File: src/exec_pkg.sv
// register map, opcodes and constants of the execution block
package exec_pkg;
  localparam logic [5:0] OFS_CMD = 6'h00;
  localparam logic [5:0] OFS_OPD = 6'h04;
  localparam logic [5:0] OFS_PC = 6'h08;
  localparam logic [5:0] OFS_ZPTR = 6'h0c;
  localparam logic [5:0] OFS_STACK = 6'h10;
  localparam logic [5:0] OFS_OFFSET = 6'h14;
  localparam logic [5:0] OFS_FLAGS = 6'h18;
  localparam logic [5:0] OFS_STATUS = 6'h1c;
  localparam logic [5:0] OFS_PROD = 6'h20;
  localparam int CMD_OP_LSB = 0;
  localparam int CMD_TWO_BIT = 8;
  localparam int CMD_SEL_LSB = 16;
  localparam int OPD_A_LSB = 0;
  localparam int OPD_B_LSB = 8;
  localparam int OPD_IO_LSB = 16;
  localparam int ST_BUSY_BIT = 0;
  localparam int ST_RESWR_BIT = 1;
  localparam int ST_PAIRWR_BIT = 2;
  localparam int ST_CYC_LSB = 8;
  localparam int FL_C = 0;
  localparam int FL_Z = 1;
  localparam int FL_N = 2;
  localparam int FL_V = 3;
  localparam int FL_S = 4;
  localparam int FL_H = 5;
  localparam int FL_T = 6;
  localparam int FL_I = 7;
  localparam logic [15:0] PC_RST = 16'h0000;
  localparam logic [7:0] FLAGS_RST = 8'h00;
  localparam logic [7:0] BYTE_ONES = 8'hff;
  localparam logic [7:0] BYTE_ZERO = 8'h00;
  localparam logic [7:0] BYTE_MIN = 8'h80;
  localparam logic [7:0] BYTE_MAX = 8'h7f;
  localparam logic [2:0] CYC_1 = 3'h1;
  localparam logic [2:0] CYC_2 = 3'h2;
  localparam logic [2:0] CYC_3 = 3'h3;
  localparam logic [2:0] CYC_4 = 3'h4;
  typedef enum logic [5:0] {
    OP_DISJ, OP_DISJ_IMM, OP_XDISJ, OP_INV1, OP_MINUS2, OP_SETMASK,
    OP_CLRMASK, OP_ADD1, OP_SUB1, OP_ZSTEST, OP_ZEROREG, OP_ONESREG,
    OP_UPROD, OP_SPROD, OP_MPROD, OP_FUPROD, OP_FSPROD, OP_FMPROD,
    OP_RJUMP, OP_PJUMP, OP_RSUB, OP_PSUB, OP_SUBEXIT, OP_IRQEXIT,
    OP_EQSKIP, OP_CMP, OP_CMPC, OP_CMPI, OP_SKRLO, OP_SKRHI,
    OP_SKIOLO, OP_SKIOHI, OP_BRFHI, OP_BRFLO, OP_BREQUAL, OP_BRUNEQ
  } opcode_t;
endpackage : exec_pkg

File: src/cpu_logic_mul_branch_exec.sv
// execution unit for logic, multiply, jump, skip and branch operations
// Behaviour
// - or forms write dest or operand, ZNV
// - xor writes dest xor source, ZNV
// - invert is ff minus; negate is zero minus
// - clear mask ands with ff minus constant
// - all ones loads ff, flags kept
// - inc dec test clear: one cycle, ZNV
// - products land in pair, two cycles
// - fraction products shifted left one, two cycles
// - relative and pointer jumps, two cycles
// - calls three cycles, exits four, interrupt exit sets I
// - compares only set flags, one cycle
// - equal skip advances two or three
// - register bit skips on clear or set
// - io bit skips on clear or set
// - flag branch to pc plus k plus one
// - equal branch when zero flag set
//
// The implementer's own choices: the Avalon-MM interface to the registers and the register addresses.
`timescale 1ns/1ps
module cpu_logic_mul_branch_exec #(
  parameter int PC_W = 16
) (
  input wire logic clk,
  input wire logic rst_n,
  input wire logic [5:0] address,
  input wire logic read,
  input wire logic write,
  input wire logic [31:0] writedata,
  output logic [31:0] readdata,
  output logic waitrequest
);
  import exec_pkg::*;

  typedef struct packed {
    logic waitReq;
    logic [31:0] rdata;
    opcode_t op;
    logic [7:0] a;
    logic [7:0] b;
    logic [7:0] io;
    logic [2:0] sel;
    logic two;
    logic [PC_W-1:0] pc;
    logic [PC_W-1:0] z;
    logic [PC_W-1:0] stk;
    logic [PC_W-1:0] k;
    logic [7:0] flags;
    logic [15:0] prod;
    logic resWr;
    logic pairWr;
    logic busy;
    logic [2:0] cnt;
    logic [2:0] lastCyc;
  } state_t;

  localparam state_t ST_RST = '{waitReq: 1'b1, op: OP_DISJ, pc: PC_W'(PC_RST),
    flags: FLAGS_RST, default: '0};

  state_t q;
  state_t n;
  logic commit;
  logic cond;
  logic logicFl;
  logic useSub;
  logic resWr;
  logic pairWr;
  logic cin;
  logic v;
  logic [2:0] cyc;
  logic [7:0] res;
  logic [7:0] fl;
  logic [7:0] sx;
  logic [7:0] sy;
  logic [8:0] diff;
  logic [15:0] prod;
  logic signed [8:0] ma;
  logic signed [8:0] mb;
  logic signed [17:0] full;
  logic [PC_W-1:0] pcN;
  logic [PC_W-1:0] stkN;
  logic [PC_W-1:0] rel;
  logic [PC_W-1:0] seq;
  logic [31:0] rd;

  always_comb
  begin
    n = q;
    commit = 1'b0;
    cond = 1'b0;
    logicFl = 1'b0;
    useSub = 1'b0;
    resWr = 1'b0;
    pairWr = 1'b0;
    v = 1'b0;
    cyc = CYC_1;
    res = q.a;
    fl = q.flags;
    prod = q.prod;
    stkN = q.stk;
    rel = q.pc + q.k + PC_W'(1);
    seq = q.pc + PC_W'(1);
    pcN = seq;
    rd = '0;
    // one multiplier serves all six products by sign extension choice
    ma = (q.op inside {OP_SPROD, OP_MPROD, OP_FSPROD, OP_FMPROD}) ? {q.a[7], q.a} : {1'b0, q.a};
    mb = (q.op inside {OP_SPROD, OP_FSPROD}) ? {q.b[7], q.b} : {1'b0, q.b};
    full = ma * mb;
    // one subtractor serves negate and the three compares
    sx = (q.op == OP_MINUS2) ? BYTE_ZERO : q.a;
    sy = (q.op == OP_MINUS2) ? q.a : q.b;
    cin = (q.op == OP_CMPC) ? q.flags[FL_C] : 1'b0;
    diff = {1'b0, sx} - {1'b0, sy} - {8'h00, cin};
    case (q.op)
      OP_DISJ, OP_DISJ_IMM, OP_SETMASK:
      begin
        res = q.a | q.b;
        resWr = 1'b1;
        logicFl = 1'b1;
      end
      OP_XDISJ:
      begin
        res = q.a ^ q.b;
        resWr = 1'b1;
        logicFl = 1'b1;
      end
      OP_INV1:
      begin
        res = BYTE_ONES - q.a;
        resWr = 1'b1;
        logicFl = 1'b1;
        fl[FL_C] = 1'b1;
      end
      OP_MINUS2:
      begin
        res = diff[7:0];
        resWr = 1'b1;
        useSub = 1'b1;
      end
      OP_CLRMASK:
      begin
        res = q.a & (BYTE_ONES - q.b);
        resWr = 1'b1;
        logicFl = 1'b1;
      end
      OP_ADD1:
      begin
        res = q.a + 8'h01;
        resWr = 1'b1;
        logicFl = 1'b1;
        v = (res == BYTE_MIN);
      end
      OP_SUB1:
      begin
        res = q.a - 8'h01;
        resWr = 1'b1;
        logicFl = 1'b1;
        v = (res == BYTE_MAX);
      end
      OP_ZSTEST:
      begin
        res = q.a & q.a;
        resWr = 1'b1;
        logicFl = 1'b1;
      end
      OP_ZEROREG:
      begin
        res = q.a ^ q.a;
        resWr = 1'b1;
        logicFl = 1'b1;
      end
      OP_ONESREG:
      begin
        res = BYTE_ONES;
        resWr = 1'b1;
      end
      OP_UPROD, OP_SPROD, OP_MPROD:
      begin
        prod = full[15:0];
        pairWr = 1'b1;
        cyc = CYC_2;
        fl[FL_C] = full[15];
        fl[FL_Z] = (prod == 16'h0000);
      end
      OP_FUPROD, OP_FSPROD, OP_FMPROD:
      begin
        prod = {full[14:0], 1'b0};
        pairWr = 1'b1;
        cyc = CYC_2;
        fl[FL_C] = full[15];
        fl[FL_Z] = (prod == 16'h0000);
      end
      OP_RJUMP, OP_PJUMP:
      begin
        pcN = (q.op == OP_RJUMP) ? rel : q.z;
        cyc = CYC_2;
      end
      OP_RSUB, OP_PSUB:
      begin
        pcN = (q.op == OP_RSUB) ? rel : q.z;
        stkN = seq;
        cyc = CYC_3;
      end
      OP_SUBEXIT, OP_IRQEXIT:
      begin
        pcN = q.stk;
        cyc = CYC_4;
        fl[FL_I] = (q.op == OP_IRQEXIT) | q.flags[FL_I];
      end
      OP_CMP, OP_CMPC, OP_CMPI:
      begin
        useSub = 1'b1;
      end
      OP_EQSKIP:
        cond = (q.a == q.b);
      OP_SKRLO:
        cond = !q.a[q.sel];
      OP_SKRHI:
        cond = q.a[q.sel];
      OP_SKIOLO:
        cond = !q.io[q.sel];
      OP_SKIOHI:
        cond = q.io[q.sel];
      OP_BRFHI:
        cond = q.flags[q.sel];
      OP_BRFLO:
        cond = !q.flags[q.sel];
      OP_BREQUAL:
        cond = q.flags[FL_Z];
      OP_BRUNEQ:
        cond = !q.flags[FL_Z];
      default:
        cyc = CYC_1;
    endcase
    // skip over one or two words
    if (q.op inside {OP_EQSKIP, OP_SKRLO, OP_SKRHI, OP_SKIOLO, OP_SKIOHI} && cond)
    begin
      cyc = q.two ? CYC_3 : CYC_2;
      pcN = q.pc + PC_W'(cyc);
    end
    if (q.op inside {OP_BRFHI, OP_BRFLO, OP_BREQUAL, OP_BRUNEQ} && cond)
    begin
      cyc = CYC_2;
      pcN = rel;
    end
    if (logicFl)
    begin
      fl[FL_Z] = (res == BYTE_ZERO);
      fl[FL_N] = res[7];
      fl[FL_V] = v;
    end
    // subtract flags, chained zero for carry form
    if (useSub)
    begin
      fl[FL_Z] = (diff[7:0] == BYTE_ZERO) & ((q.op != OP_CMPC) | q.flags[FL_Z]);
      fl[FL_N] = diff[7];
      fl[FL_C] = diff[8];
      fl[FL_V] = (sx[7] & ~sy[7] & ~diff[7]) | (~sx[7] & sy[7] & diff[7]);
      fl[FL_H] = (~sx[3] & sy[3]) | (sy[3] & diff[3]) | (diff[3] & ~sx[3]);
    end
    // results appear only once the documented cycle count has run out
    if (q.busy)
    begin
      n.cnt = q.cnt + 3'h1;
      if (n.cnt == cyc)
      begin
        commit = 1'b1;
        n.busy = 1'b0;
        n.lastCyc = cyc;
        n.resWr = resWr;
        n.pairWr = pairWr;
        n.a = resWr ? res : q.a;
        n.prod = pairWr ? prod : q.prod;
        n.flags = fl;
        n.pc = pcN;
        n.stk = stkN;
      end
    end
    case (address)
      OFS_OPD: rd = {8'h00, q.io, q.b, q.a};
      OFS_PC: rd = 32'(q.pc);
      OFS_ZPTR: rd = 32'(q.z);
      OFS_STACK: rd = 32'(q.stk);
      OFS_OFFSET: rd = 32'(q.k);
      OFS_FLAGS: rd = {24'h000000, q.flags};
      OFS_PROD: rd = {16'h0000, q.prod};
      OFS_STATUS:
      begin
        rd[ST_BUSY_BIT] = q.busy;
        rd[ST_RESWR_BIT] = q.resWr;
        rd[ST_PAIRWR_BIT] = q.pairWr;
        rd[ST_CYC_LSB +: 3] = q.lastCyc;
      end
      default: rd = '0;
    endcase
    // writes stall while busy so operands cannot change mid-operation
    n.waitReq = !(q.waitReq && (read || write) && !(write && q.busy));
    if (q.waitReq && read)
    begin
      n.rdata = rd;
    end
    if (!q.waitReq && write)
    begin
      case (address)
        OFS_CMD:
        begin
          n.op = opcode_t'(writedata[CMD_OP_LSB +: 6]);
          n.two = writedata[CMD_TWO_BIT];
          n.sel = writedata[CMD_SEL_LSB +: 3];
          n.busy = 1'b1;
          n.cnt = 3'h0;
          n.resWr = 1'b0;
          n.pairWr = 1'b0;
        end
        OFS_OPD:
        begin
          n.a = writedata[OPD_A_LSB +: 8];
          n.b = writedata[OPD_B_LSB +: 8];
          n.io = writedata[OPD_IO_LSB +: 8];
        end
        OFS_PC: n.pc = writedata[PC_W-1:0];
        OFS_ZPTR: n.z = writedata[PC_W-1:0];
        OFS_STACK: n.stk = writedata[PC_W-1:0];
        OFS_OFFSET: n.k = writedata[PC_W-1:0];
        OFS_FLAGS: n.flags = writedata[7:0];
        default: n.a = q.a;
      endcase
    end
  end

  always_ff @(posedge clk or negedge rst_n)
  begin
    if (!rst_n)
    begin
      q <= ST_RST;
    end
    else
    begin
      q <= n;
    end
  end

  assign readdata = q.rdata;
  assign waitrequest = q.waitReq;
endmodule : cpu_logic_mul_branch_exec

File: config.mk
export PLATFORM = sky130hd
export DESIGN_NAME = cpu_logic_mul_branch_exec
export DESIGN_NICKNAME = d
export VERILOG_FILES = /design/src/exec_pkg.sv /design/src/cpu_logic_mul_branch_exec.sv
export SDC_FILE = /design/constraint.sdc
export NUM_CORES = 1
export LEC_CHECK = 0
export ABC_AREA = 1
export BUFFER_PORTS_ARGS = -buffer_cell sky130_fd_sc_hd__buf_2
export CORE_MARGIN = 3
export CORE_UTILIZATION = 56
export DETAILED_ROUTE_END_ITERATION = 10
export GPL_TIMING_DRIVEN = 0
export PLACE_DENSITY = 0.74
export SYNTH_ARGS = -nofsm -noshare
export SYNTH_HDL_FRONTEND = slang
export SYNTH_SLANG_ARGS = --single-unit
File: constraint.sdc
create_clock -name clk -period 6.9 [get_ports clk]
set_clock_uncertainty 0.15 [all_clocks]
set_input_delay 0.345 -clock clk [delete_from_list [all_inputs] [get_ports clk]]
set_output_delay 0.345 -clock clk [all_outputs]
set_load 0.005 [all_outputs]
==> run summary, run 1 <==
Largest stage delay, worst path -> 500 ps
Data required, critical path -> 7120 ps
1st-pass router iterations -> 6
Worst slew pin tran -> 994 ps
Setup TNS -> 0 ps
Final worst slack -> 407 ps
Layout cells sized above 1 -> 8.67%
Synth top area cells -> dfrtp_1 25%, nand2_1 13%, fa_1 8.7%
Via/cell ratio -> 6.02
CTS buffer count -> 17
# Max-Cap Violations -> 0
Vias in the first global route -> 14800
Tmin final -> 6490 ps
Met2 Wirelength -> 23600 microns
Die ar. -> 29300 sq um
Internal -> 0.00242 W
Asr flop ratio synth -> 100%
Htree depth -> 4
GPL Wtd Cong -> 1.05
Highest Clock Rate -> 0.154 GHz
Avg Cell Area, Syn -> 6.93 sq um
Status -> finished clean
Sw Ratio -> 46.7%
Power Density -> 271 nW/um^2
NetSw -> 0.00212 W
Clk root buf -> clkbuf_16
WP data arrival -> 6720 ps
IO Count -> 75
Max VDD drop -> 0.165 mV
EDFF count, synth -> 0
Clock Latency Late Sink -> 440 ps
Die boundary width -> 171 microns
Kind of critical path -> reg2reg
Fin. max-slew vios -> 0
Commonest cells in the netlist -> 542 x nand2_1, 339 x inv_1, 172 x o21ai_0
Rel. slew slack -> 33.5%
WL/cell -> 21.3 microns
CTS tree -> built
DR DRC count -> 0
Post-synth top area cell -> dfrtp_1
Most used DFF post-synth -> dfrtp_1
Flop pwr share -> 26.9%
Initial Utilization -> 57.7%
Setup crit end kind -> flop
Hold Path Class -> in2reg
Placed cell areas -> 16000 sq um
Setup crit start kind -> flop
Cells after DPL -> 2603
Post-Route M1 WL -> 23700 microns
Total gr overflow -> 0
Clock sink count -> 156
Final wirelength -> 56200 microns
Fin cells -> 2641
Port Buffer Count -> 58
Ys Warns -> 0
Slowest CP cell -> fa_1
Initial antenna violation count -> 0
Critical path peak fanout -> 9
Total track usage -> 38.7%
Metal3 WL -> 6830 microns
Maximum clock path buffer count -> 2
DRT iter0 DRCs -> 2192
Vias post-DR -> 15900
Global-route wire length before repair -> 86100 microns
Final instance area -> 16800 sq um
Die Span Y -> 171 microns
Clock transition at path regs -> 70 ps
Post-synth top area share -> 25.4%
Number of diodes -> 0
# fillers -> 2470
Final hold viol count -> 0
Final ANT Viol Nets -> 0
Tcrit/Tclk final -> 94.1%
Clock power share -> 22.6%
Area growth from synthesis to layout -> 9.82%
HPWL after DPL -> 44800 microns
Lkg Pwr -> 8.72 nW
Most frequent cell after synthesis -> nand2_1
Sequential share of the synthesized area -> 25.6%
Fin nets -> 2488
Mapped Area -> 15300 sq um
Largest net degree at the start of global routing -> 101
#FFs+latches synth -> 156
Gate power share -> 50.5%
Core box area -> 26400 sq um
Synthesized instance count -> 2202
Most numerous cell on the critical path -> nand2_1
Max Used Layer -> met4
Dpl ws -> 99.2 ps
Final setup viols -> 0
Synth cell types -> 53
# rows -> 59
-- through the flow --
stage	hold slack, ps	power (W)	utilization, %
finish	13.0	0.00454	63.4
global route	21.2	0.00484	63.4
CTS	9.77	0.00447	63.2
detailed placement	147	0.00344	60.7
global placement	310	0.00339	60.5
floorplan	-101	0.00276	-
-- metal layers --
layer | vias up | global-route usage, %
met3 | 144 | 7.60
met5 | - | 0
met1 | 7507 | 57.2
met2 | 985 | 57.2
met4 | 0 | 12.2
li1 | 7251 | -
-- state kept, by name, summed over array words and instances (netlist names) --
signal and cells:
waitrequest 1, fl 2, q 129, readdata 24
-- critical path, delay by kind of cell, from the launching register on --
kind                     cells  cell delay (ps)
adder cells (fa/ha/maj)      6             2790
buffers and inverters        6              530
AND/OR/NAND/NOR             16             1720
XOR/XNOR                     1              310
flip-flops                   1              370
AO/OA/AOI/OAI                3              530
-- cell families (layout without fill, tap and decap cells) --
| kind of cell | Yosys count | in the layout | synth area share [%] |
|---|---|---|---|
| AND/OR/NAND/NOR | 934 | 934 | 26.0 |
| buffers and inverters | 478 | 575 | 13.1 |
| AO/OA/AOI/OAI | 416 | 416 | 15.8 |
| flip-flops | 156 | 156 | 25.6 |
| adder cells (fa/ha/maj) | 151 | 151 | 15.6 |
| XOR/XNOR | 65 | 65 | 3.73 |
| other | 1 | 8 | 0.0246 |
| multiplexers | 1 | 1 | 0.0656 |
-- placed cells by master (no fill, tap or decap), drive strengths merged, types with 25 or more instances in the layout --
cell type,count
nor3,30
a21oi,105
inv,353
o211ai,31
o21ai,187
nand4,25
clkbuf,80
fa,66
ha,85
nor2,152
nand3,162
buf,123
nand2,550
dfrtp,155
xor2,47
-- layout make-up --
type | count | area (sq um) | share of cell area [%]
Sequential cell | 156 | 3910 | 23.3
Tap cell | 335 | 419 | 2.50
Buffer | 123 | 676 | 4.03
Inverter | 355 | 1330 | 7.95
Timing Repair Buffer | 67 | 403 | 2.40
Clock inverter | 11 | 170 | 1.02
Multi-Input combinational cell | 1575 | 9410 | 56.1
Clock buffer | 19 | 443 | 2.64
-- timing repair --
action / CTS / global route
gates resized for setup: 0 / 14
buffers inserted: 0 / 2
endpoints found under the setup margin: 0 / 3
endpoints found under the hold margin: 59 / 0
hold buffers: 6 / 0
-- path summary, 6_finish.rpt --
| check | cells past startpoint | start | end | slack (ps) |
|---|---|---|---|---|
| max in group asynchronous | 3 | rst_n | q[92]$_DFF_PN0_ | 5410 |
| max reg2reg | 32 | q[126]$_DFFE_PN0P_ | q[26]$_DFF_PN0_ | 410 |
| min in group asynchronous | 2 | rst_n | q[107]$_DFFE_PN0P_ | 280 |
| max | 32 | q[126]$_DFFE_PN0P_ | q[26]$_DFF_PN0_ | 410 |
| min | 3 | writedata[22] | q[107]$_DFFE_PN0P_ | 10 |
| min reg2reg | 2 | readdata[2]$_DFFE_PN0P_ | readdata[2]$_DFFE_PN0P_ | 330 |
-- power by group through the flow --
stage | sequential (W) | combinational [W] | clock [W]
after floorplan | 0.00117 | 0.00159 | 0
after global placement | 0.00123 | 0.00216 | 0
after detailed placement | 0.00123 | 0.00221 | 0
after CTS | 0.00121 | 0.00224 | 0.00102
after global routing | 0.00123 | 0.00255 | 0.00105
final | 0.00122 | 0.00230 | 0.00103
(Power assumes the default switching activity.)
==> run 2, diff against run 1 <==
PLACE_DENSITY = 0.82   (was 0.74)
==> run summary, run 2 (same netlist as run 1, synthesis figures left out) <==
CTS buffer count -> 17
Critical path's top delay family -> adder cells
Largest register FFs -> 129
Setup crit start kind -> flop
Kind of critical path -> reg2reg
Largest net degree at the start of global routing -> 84
Commonest non-fill, non-tap cell in the layout -> nand2_1
Reg2Reg Depth -> 32
Highest Clock Rate -> 0.151 GHz
Clock transition at path regs -> 70 ps
Via/cell ratio -> 6.01
Die boundary width -> 171 microns
Placed cell areas -> 16000 sq um
Vias post-DR -> 15900
CTS tree -> built
Status -> finished clean
Power Density -> 267 nW/um^2
Slowest CP cell -> fa_1
WP data arrival -> 6870 ps
Most numerous cell on the critical path -> nand2_1
Most frequent cells in the layout -> 541 x nand2_1, 338 x inv_1, 171 x o21ai_0, 161 x nand3_1, 155 x dfrtp_1
Maximum clock path buffer count -> 2
Total gr overflow -> 0
Clk root buf -> clkbuf_16
Htree depth -> 4
Core Util, Final -> 63.2%
Setup crit end kind -> flop
DRT iter0 DRCs -> 2111
Hold Path Stages -> 3
Top reg by flops -> q
Clock Latency Late Sink -> 440 ps
Core box area -> 26400 sq um
Final worst slack -> 260 ps
Total track usage -> 37.9%
Lkg Pwr -> 8.68 nW
# rows -> 59
Final wirelength -> 55200 microns
Data required, critical path -> 7130 ps
Die ar. -> 29300 sq um
Final hold viol count -> 0
Final setup viols -> 0
Global-route wire length before repair -> 85000 microns
HPWL after DPL -> 44300 microns
Worst reg2reg setup slack -> 260 ps
Vias in the first global route -> 15100
# Max-Cap Violations -> 0
Max VDD drop -> 0.184 mV
Initial Utilization -> 57.7%
WL/cell -> 20.9 microns
Fin nets -> 2487
Largest stage delay, worst path -> 500 ps
Worst hold endpoint -> q[100]$_DFFE_PN0P_
DR DRC count -> 0
Port Buffer Count -> 58
Final instance area -> 16700 sq um
Layout cells sized above 1 -> 8.58%
Reg2reg start -> q[126]$_DFFE_PN0P_
Hold Path Class -> in2reg
Hold Path Origin -> writedata[18]
Clock sink count -> 156
GPL Wtd Cong -> 1.08
CP Buf/Inv Count -> 6
Worst r2r dst -> q[26]$_DFF_PN0_
Worst slew pin tran -> 977 ps
Tmin final -> 6640 ps
# fillers -> 2475
Initial antenna violation count -> 1
Fin. max-slew vios -> 0
Tcrit/Tclk final -> 96.2%
Area growth from synthesis to layout -> 9.51%
Final ANT Viol Nets -> 0
Rel. slew slack -> 34.3%
Critical path peak fanout -> 9
1st-pass router iterations -> 6
Dpl ws -> 52.7 ps
Die Span Y -> 171 microns
IO Count -> 75
-- run 2: changes by cell type in the layout (fill, tap and decap cells not counted), moves of 2 or more --
cell	before	now
inv_6	0	3
clkinvlp_4	3	5
buf_4	43	41
bufinv_16	4	2
clkbuf_1	60	62
-- run 2: repair_timing --
action                                 CTS  global route
setup endpoints to repair                0             3
buffers inserted                         0             1
gates resized for setup                  0            10
endpoints found under the hold margin   76             0
hold buffers                             6             0
-- run 2: power by group --
part           total, W  switching, W  internal, W
logic           0.00228       0.00153     0.000751
registers       0.00122      0.000158      0.00106
clock network  0.000953      0.000419     0.000535
-- run 2: metrics by stage --
| step | hold slack [ps] | setup TNS [ps] | std cells | total power, W |
|---|---|---|---|---|
| CTS | 1.14 | 0 | 2641 | 0.00439 |
| detailed placement | 209 | 0 | 2603 | 0.00343 |
| global route | 6.76 | -4.33 | 2642 | 0.00477 |
| finish | 4.26 | 0 | 2643 | 0.00445 |
| floorplan | -101 | 0 | 2209 | 0.00276 |
| global placement | 307 | 0 | 2602 | 0.00338 |
-- run 2: tightest hold or removal path: stages --
cell	delay (ps)
buf_2	100
nand2_1	50
o21ai_0	60
-- run 2: how the worst max path moves through the flow --
stage / from / end / slack (ps) / cells after the start
CTS: q[125]$_DFFE_PN0P_ / q[26]$_DFF_PN0_ / 10 / 30
global route: q[126]$_DFFE_PN0P_ / q[26]$_DFF_PN0_ / -4 / 32
floorplan: q[126]$_DFFE_PN0P_ / q[26]$_DFF_PN0_ / 1290 / 32
finish: q[126]$_DFFE_PN0P_ / q[26]$_DFF_PN0_ / 260 / 32
detailed placement: q[125]$_DFFE_PN0P_ / q[26]$_DFF_PN0_ / 50 / 30
global placement: q[125]$_DFFE_PN0P_ / q[26]$_DFF_PN0_ / 90 / 30
-- run 2: final cells by class --
cell class | instances | area [sq um] | share of cell area, %
well taps | 335 | 419 | 2.51
clock inverters | 13 | 143 | 0.854
multi-input cells | 1575 | 9410 | 56.3
flip-flops and latches | 156 | 3910 | 23.4
inverters | 355 | 1330 | 7.97
plain buffers | 123 | 674 | 4.04
repair buffers | 66 | 395 | 2.37
clock buffers | 19 | 433 | 2.59
diodes | 1 | 2.50 | 0.0150
-- run 2: metal layers --
metal  vias up  GRT usage [%]  part of all wire (%)  wire, microns
li1       7254              -                     -              -
met1      7576           53.2                    41          22800
met2       919           56.6                    43          23600
met3       135           9.94                    12           6660
met4         2           14.3                   3.8           2090
met5         -              0                 0.022             12
==> run 3, diff against run 2 <==
RECOVER_POWER = 25   (was unset)
==> run summary, run 3 (same netlist as run 1, synthesis figures left out) <==
Status -> finished with violations
Failing checks -> max-capacitance violations, max-slew violations
Final hold viol count -> 0
Maximum clock path buffer count -> 2
Die ar. -> 29300 sq um
# Max-Cap Violations -> 2
1st-pass router iterations -> 6
Port Buffer Count -> 58
Hold slack -> 10.6 ps
Largest register FFs -> 129
Setup TNS -> 0 ps
Setup crit start kind -> flop
Clk root buf -> clkbuf_16
WP data arrival -> 6850 ps
HPWL after DPL -> 44300 microns
CTS buffer count -> 17
IO Count -> 75
Layout cells sized above 1 -> 8.54%
Total track usage -> 37.9%
Worst reg2reg setup slack -> 280 ps
Core Util, Final -> 63.1%
Fin nets -> 2487
Area growth from synthesis to layout -> 9.29%
# rows -> 59
Hold Path Class -> in2reg
Tcrit/Tclk final -> 95.9%
Htree depth -> 4
Slowest CP cell -> fa_1
Reg2Reg Depth -> 31
Max VDD drop -> 0.185 mV
Initial antenna violation count -> 1
Core box area -> 26400 sq um
Via/cell ratio -> 6.06
Global-route wire length before repair -> 85000 microns
Setup crit end kind -> flop
Worst slew pin tran -> 4130 ps
CTS tree -> built
WL/cell -> 20.8 microns
Highest Clock Rate -> 0.151 GHz
Tmin final -> 6620 ps
# fillers -> 2480
Total gr overflow -> 0
Clock Latency Late Sink -> 450 ps
DR DRC count -> 0
GPL Wtd Cong -> 1.08
Critical path peak fanout -> 10
Clock sink count -> 156
Largest net degree at the start of global routing -> 84
Most numerous cell on the critical path -> nand2_1
Power Density -> 267 nW/um^2
Final wirelength -> 55000 microns
Vias in the first global route -> 15100
Kind of critical path -> reg2reg
Hold Path Stages -> 3
Die Span Y -> 171 microns
Initial Utilization -> 57.7%
Top reg by flops -> q
Rel. slew slack -> -175%
Clock transition at path regs -> 70 ps
Largest stage delay, worst path -> 500 ps
Final setup viols -> 0
DRT iter0 DRCs -> 2221
Fin. max-slew vios -> 159
Vias post-DR -> 16000
Lkg Pwr -> 8.67 nW
Most frequent cells in the layout -> 541 x nand2_1, 338 x inv_1, 171 x o21ai_0, 161 x nand3_1, 155 x dfrtp_1
Die boundary width -> 171 microns
Data required, critical path -> 7130 ps
Final ANT Viol Nets -> 0
Commonest non-fill, non-tap cell in the layout -> nand2_1
run 3: worst max-delay path, delay by kind of cell (launching register included):
kind | cells | cell delay [ps]
buf+inv | 5 | 570
xor+xnor | 1 | 280
fa+ha+maj | 6 | 2750
compound gates | 3 | 480
flops | 1 | 380
simple gates | 16 | 1930
run 3: repair_timing:
item                                    4_1_cts  5_1_grt
hold buffers                                  6        0
resized for setup                             0       10
hold endpoints to repair                     76        0
endpoints found under the setup margin        0        3
buffers inserted                              0        1
run 3: through the flow:
step / instances / worst slack (ps) / instance area [sq um] / power [W]
4_1_cts: 2641 / 13.5 / 16700 / 0.00439
3_5_place_dp: 2603 / 52.7 / 16000 / 0.00343
6_report: 2643 / 284 / 16700 / 0.00445
5_1_grt: 2642 / -4.33 / 16700 / 0.00476
3_3_place_gp: 2602 / 93.1 / 16000 / 0.00338
2_1_floorplan: 2209 / 1290 / 15300 / 0.00276
run 3: where the power goes:
part	switching, W	internal, W	total (W)
sequential	0.000158	0.00106	0.00122
clock	0.000421	0.000535	0.000956
combinational	0.00152	0.000748	0.00227
run 3: cell type report:
type,instances,area (sq um),share of cell area (%)
multi-input combinational,1575,9410,56.4
sequential,156,3910,23.4
inverter,355,1330,7.99
buffer,123,674,4.04
clock buffer,19,433,2.60
tap,335,419,2.51
timing repair buffer,66,362,2.17
clock inverter,13,143,0.855
antenna,1,2.50,0.0150
run 3: worst paths after layout:
path	startpoint	endpoint
setup / recovery	q[125]$_DFFE_PN0P_	q[26]$_DFF_PN0_
hold reg to reg	readdata[3]$_DFFE_PN0P_	readdata[3]$_DFFE_PN0P_
hold / removal	writedata[18]	q[100]$_DFFE_PN0P_
setup reg to reg	q[125]$_DFFE_PN0P_	q[26]$_DFF_PN0_
max in group asynchronous	rst_n	q[96]$_DFF_PN0_
min in group asynchronous	rst_n	q[104]$_DFFE_PN0P_
run 3: layer usage:
metal  track usage (%)  vias to the layer above  routed length, microns
li1                  -                     7269                       -
met1              53.2                     7600                   22500
met2              56.6                      991                   23400
met3              9.94                      159                    6760
met4              14.3                        2                    2340
met5                 0                        -                      13
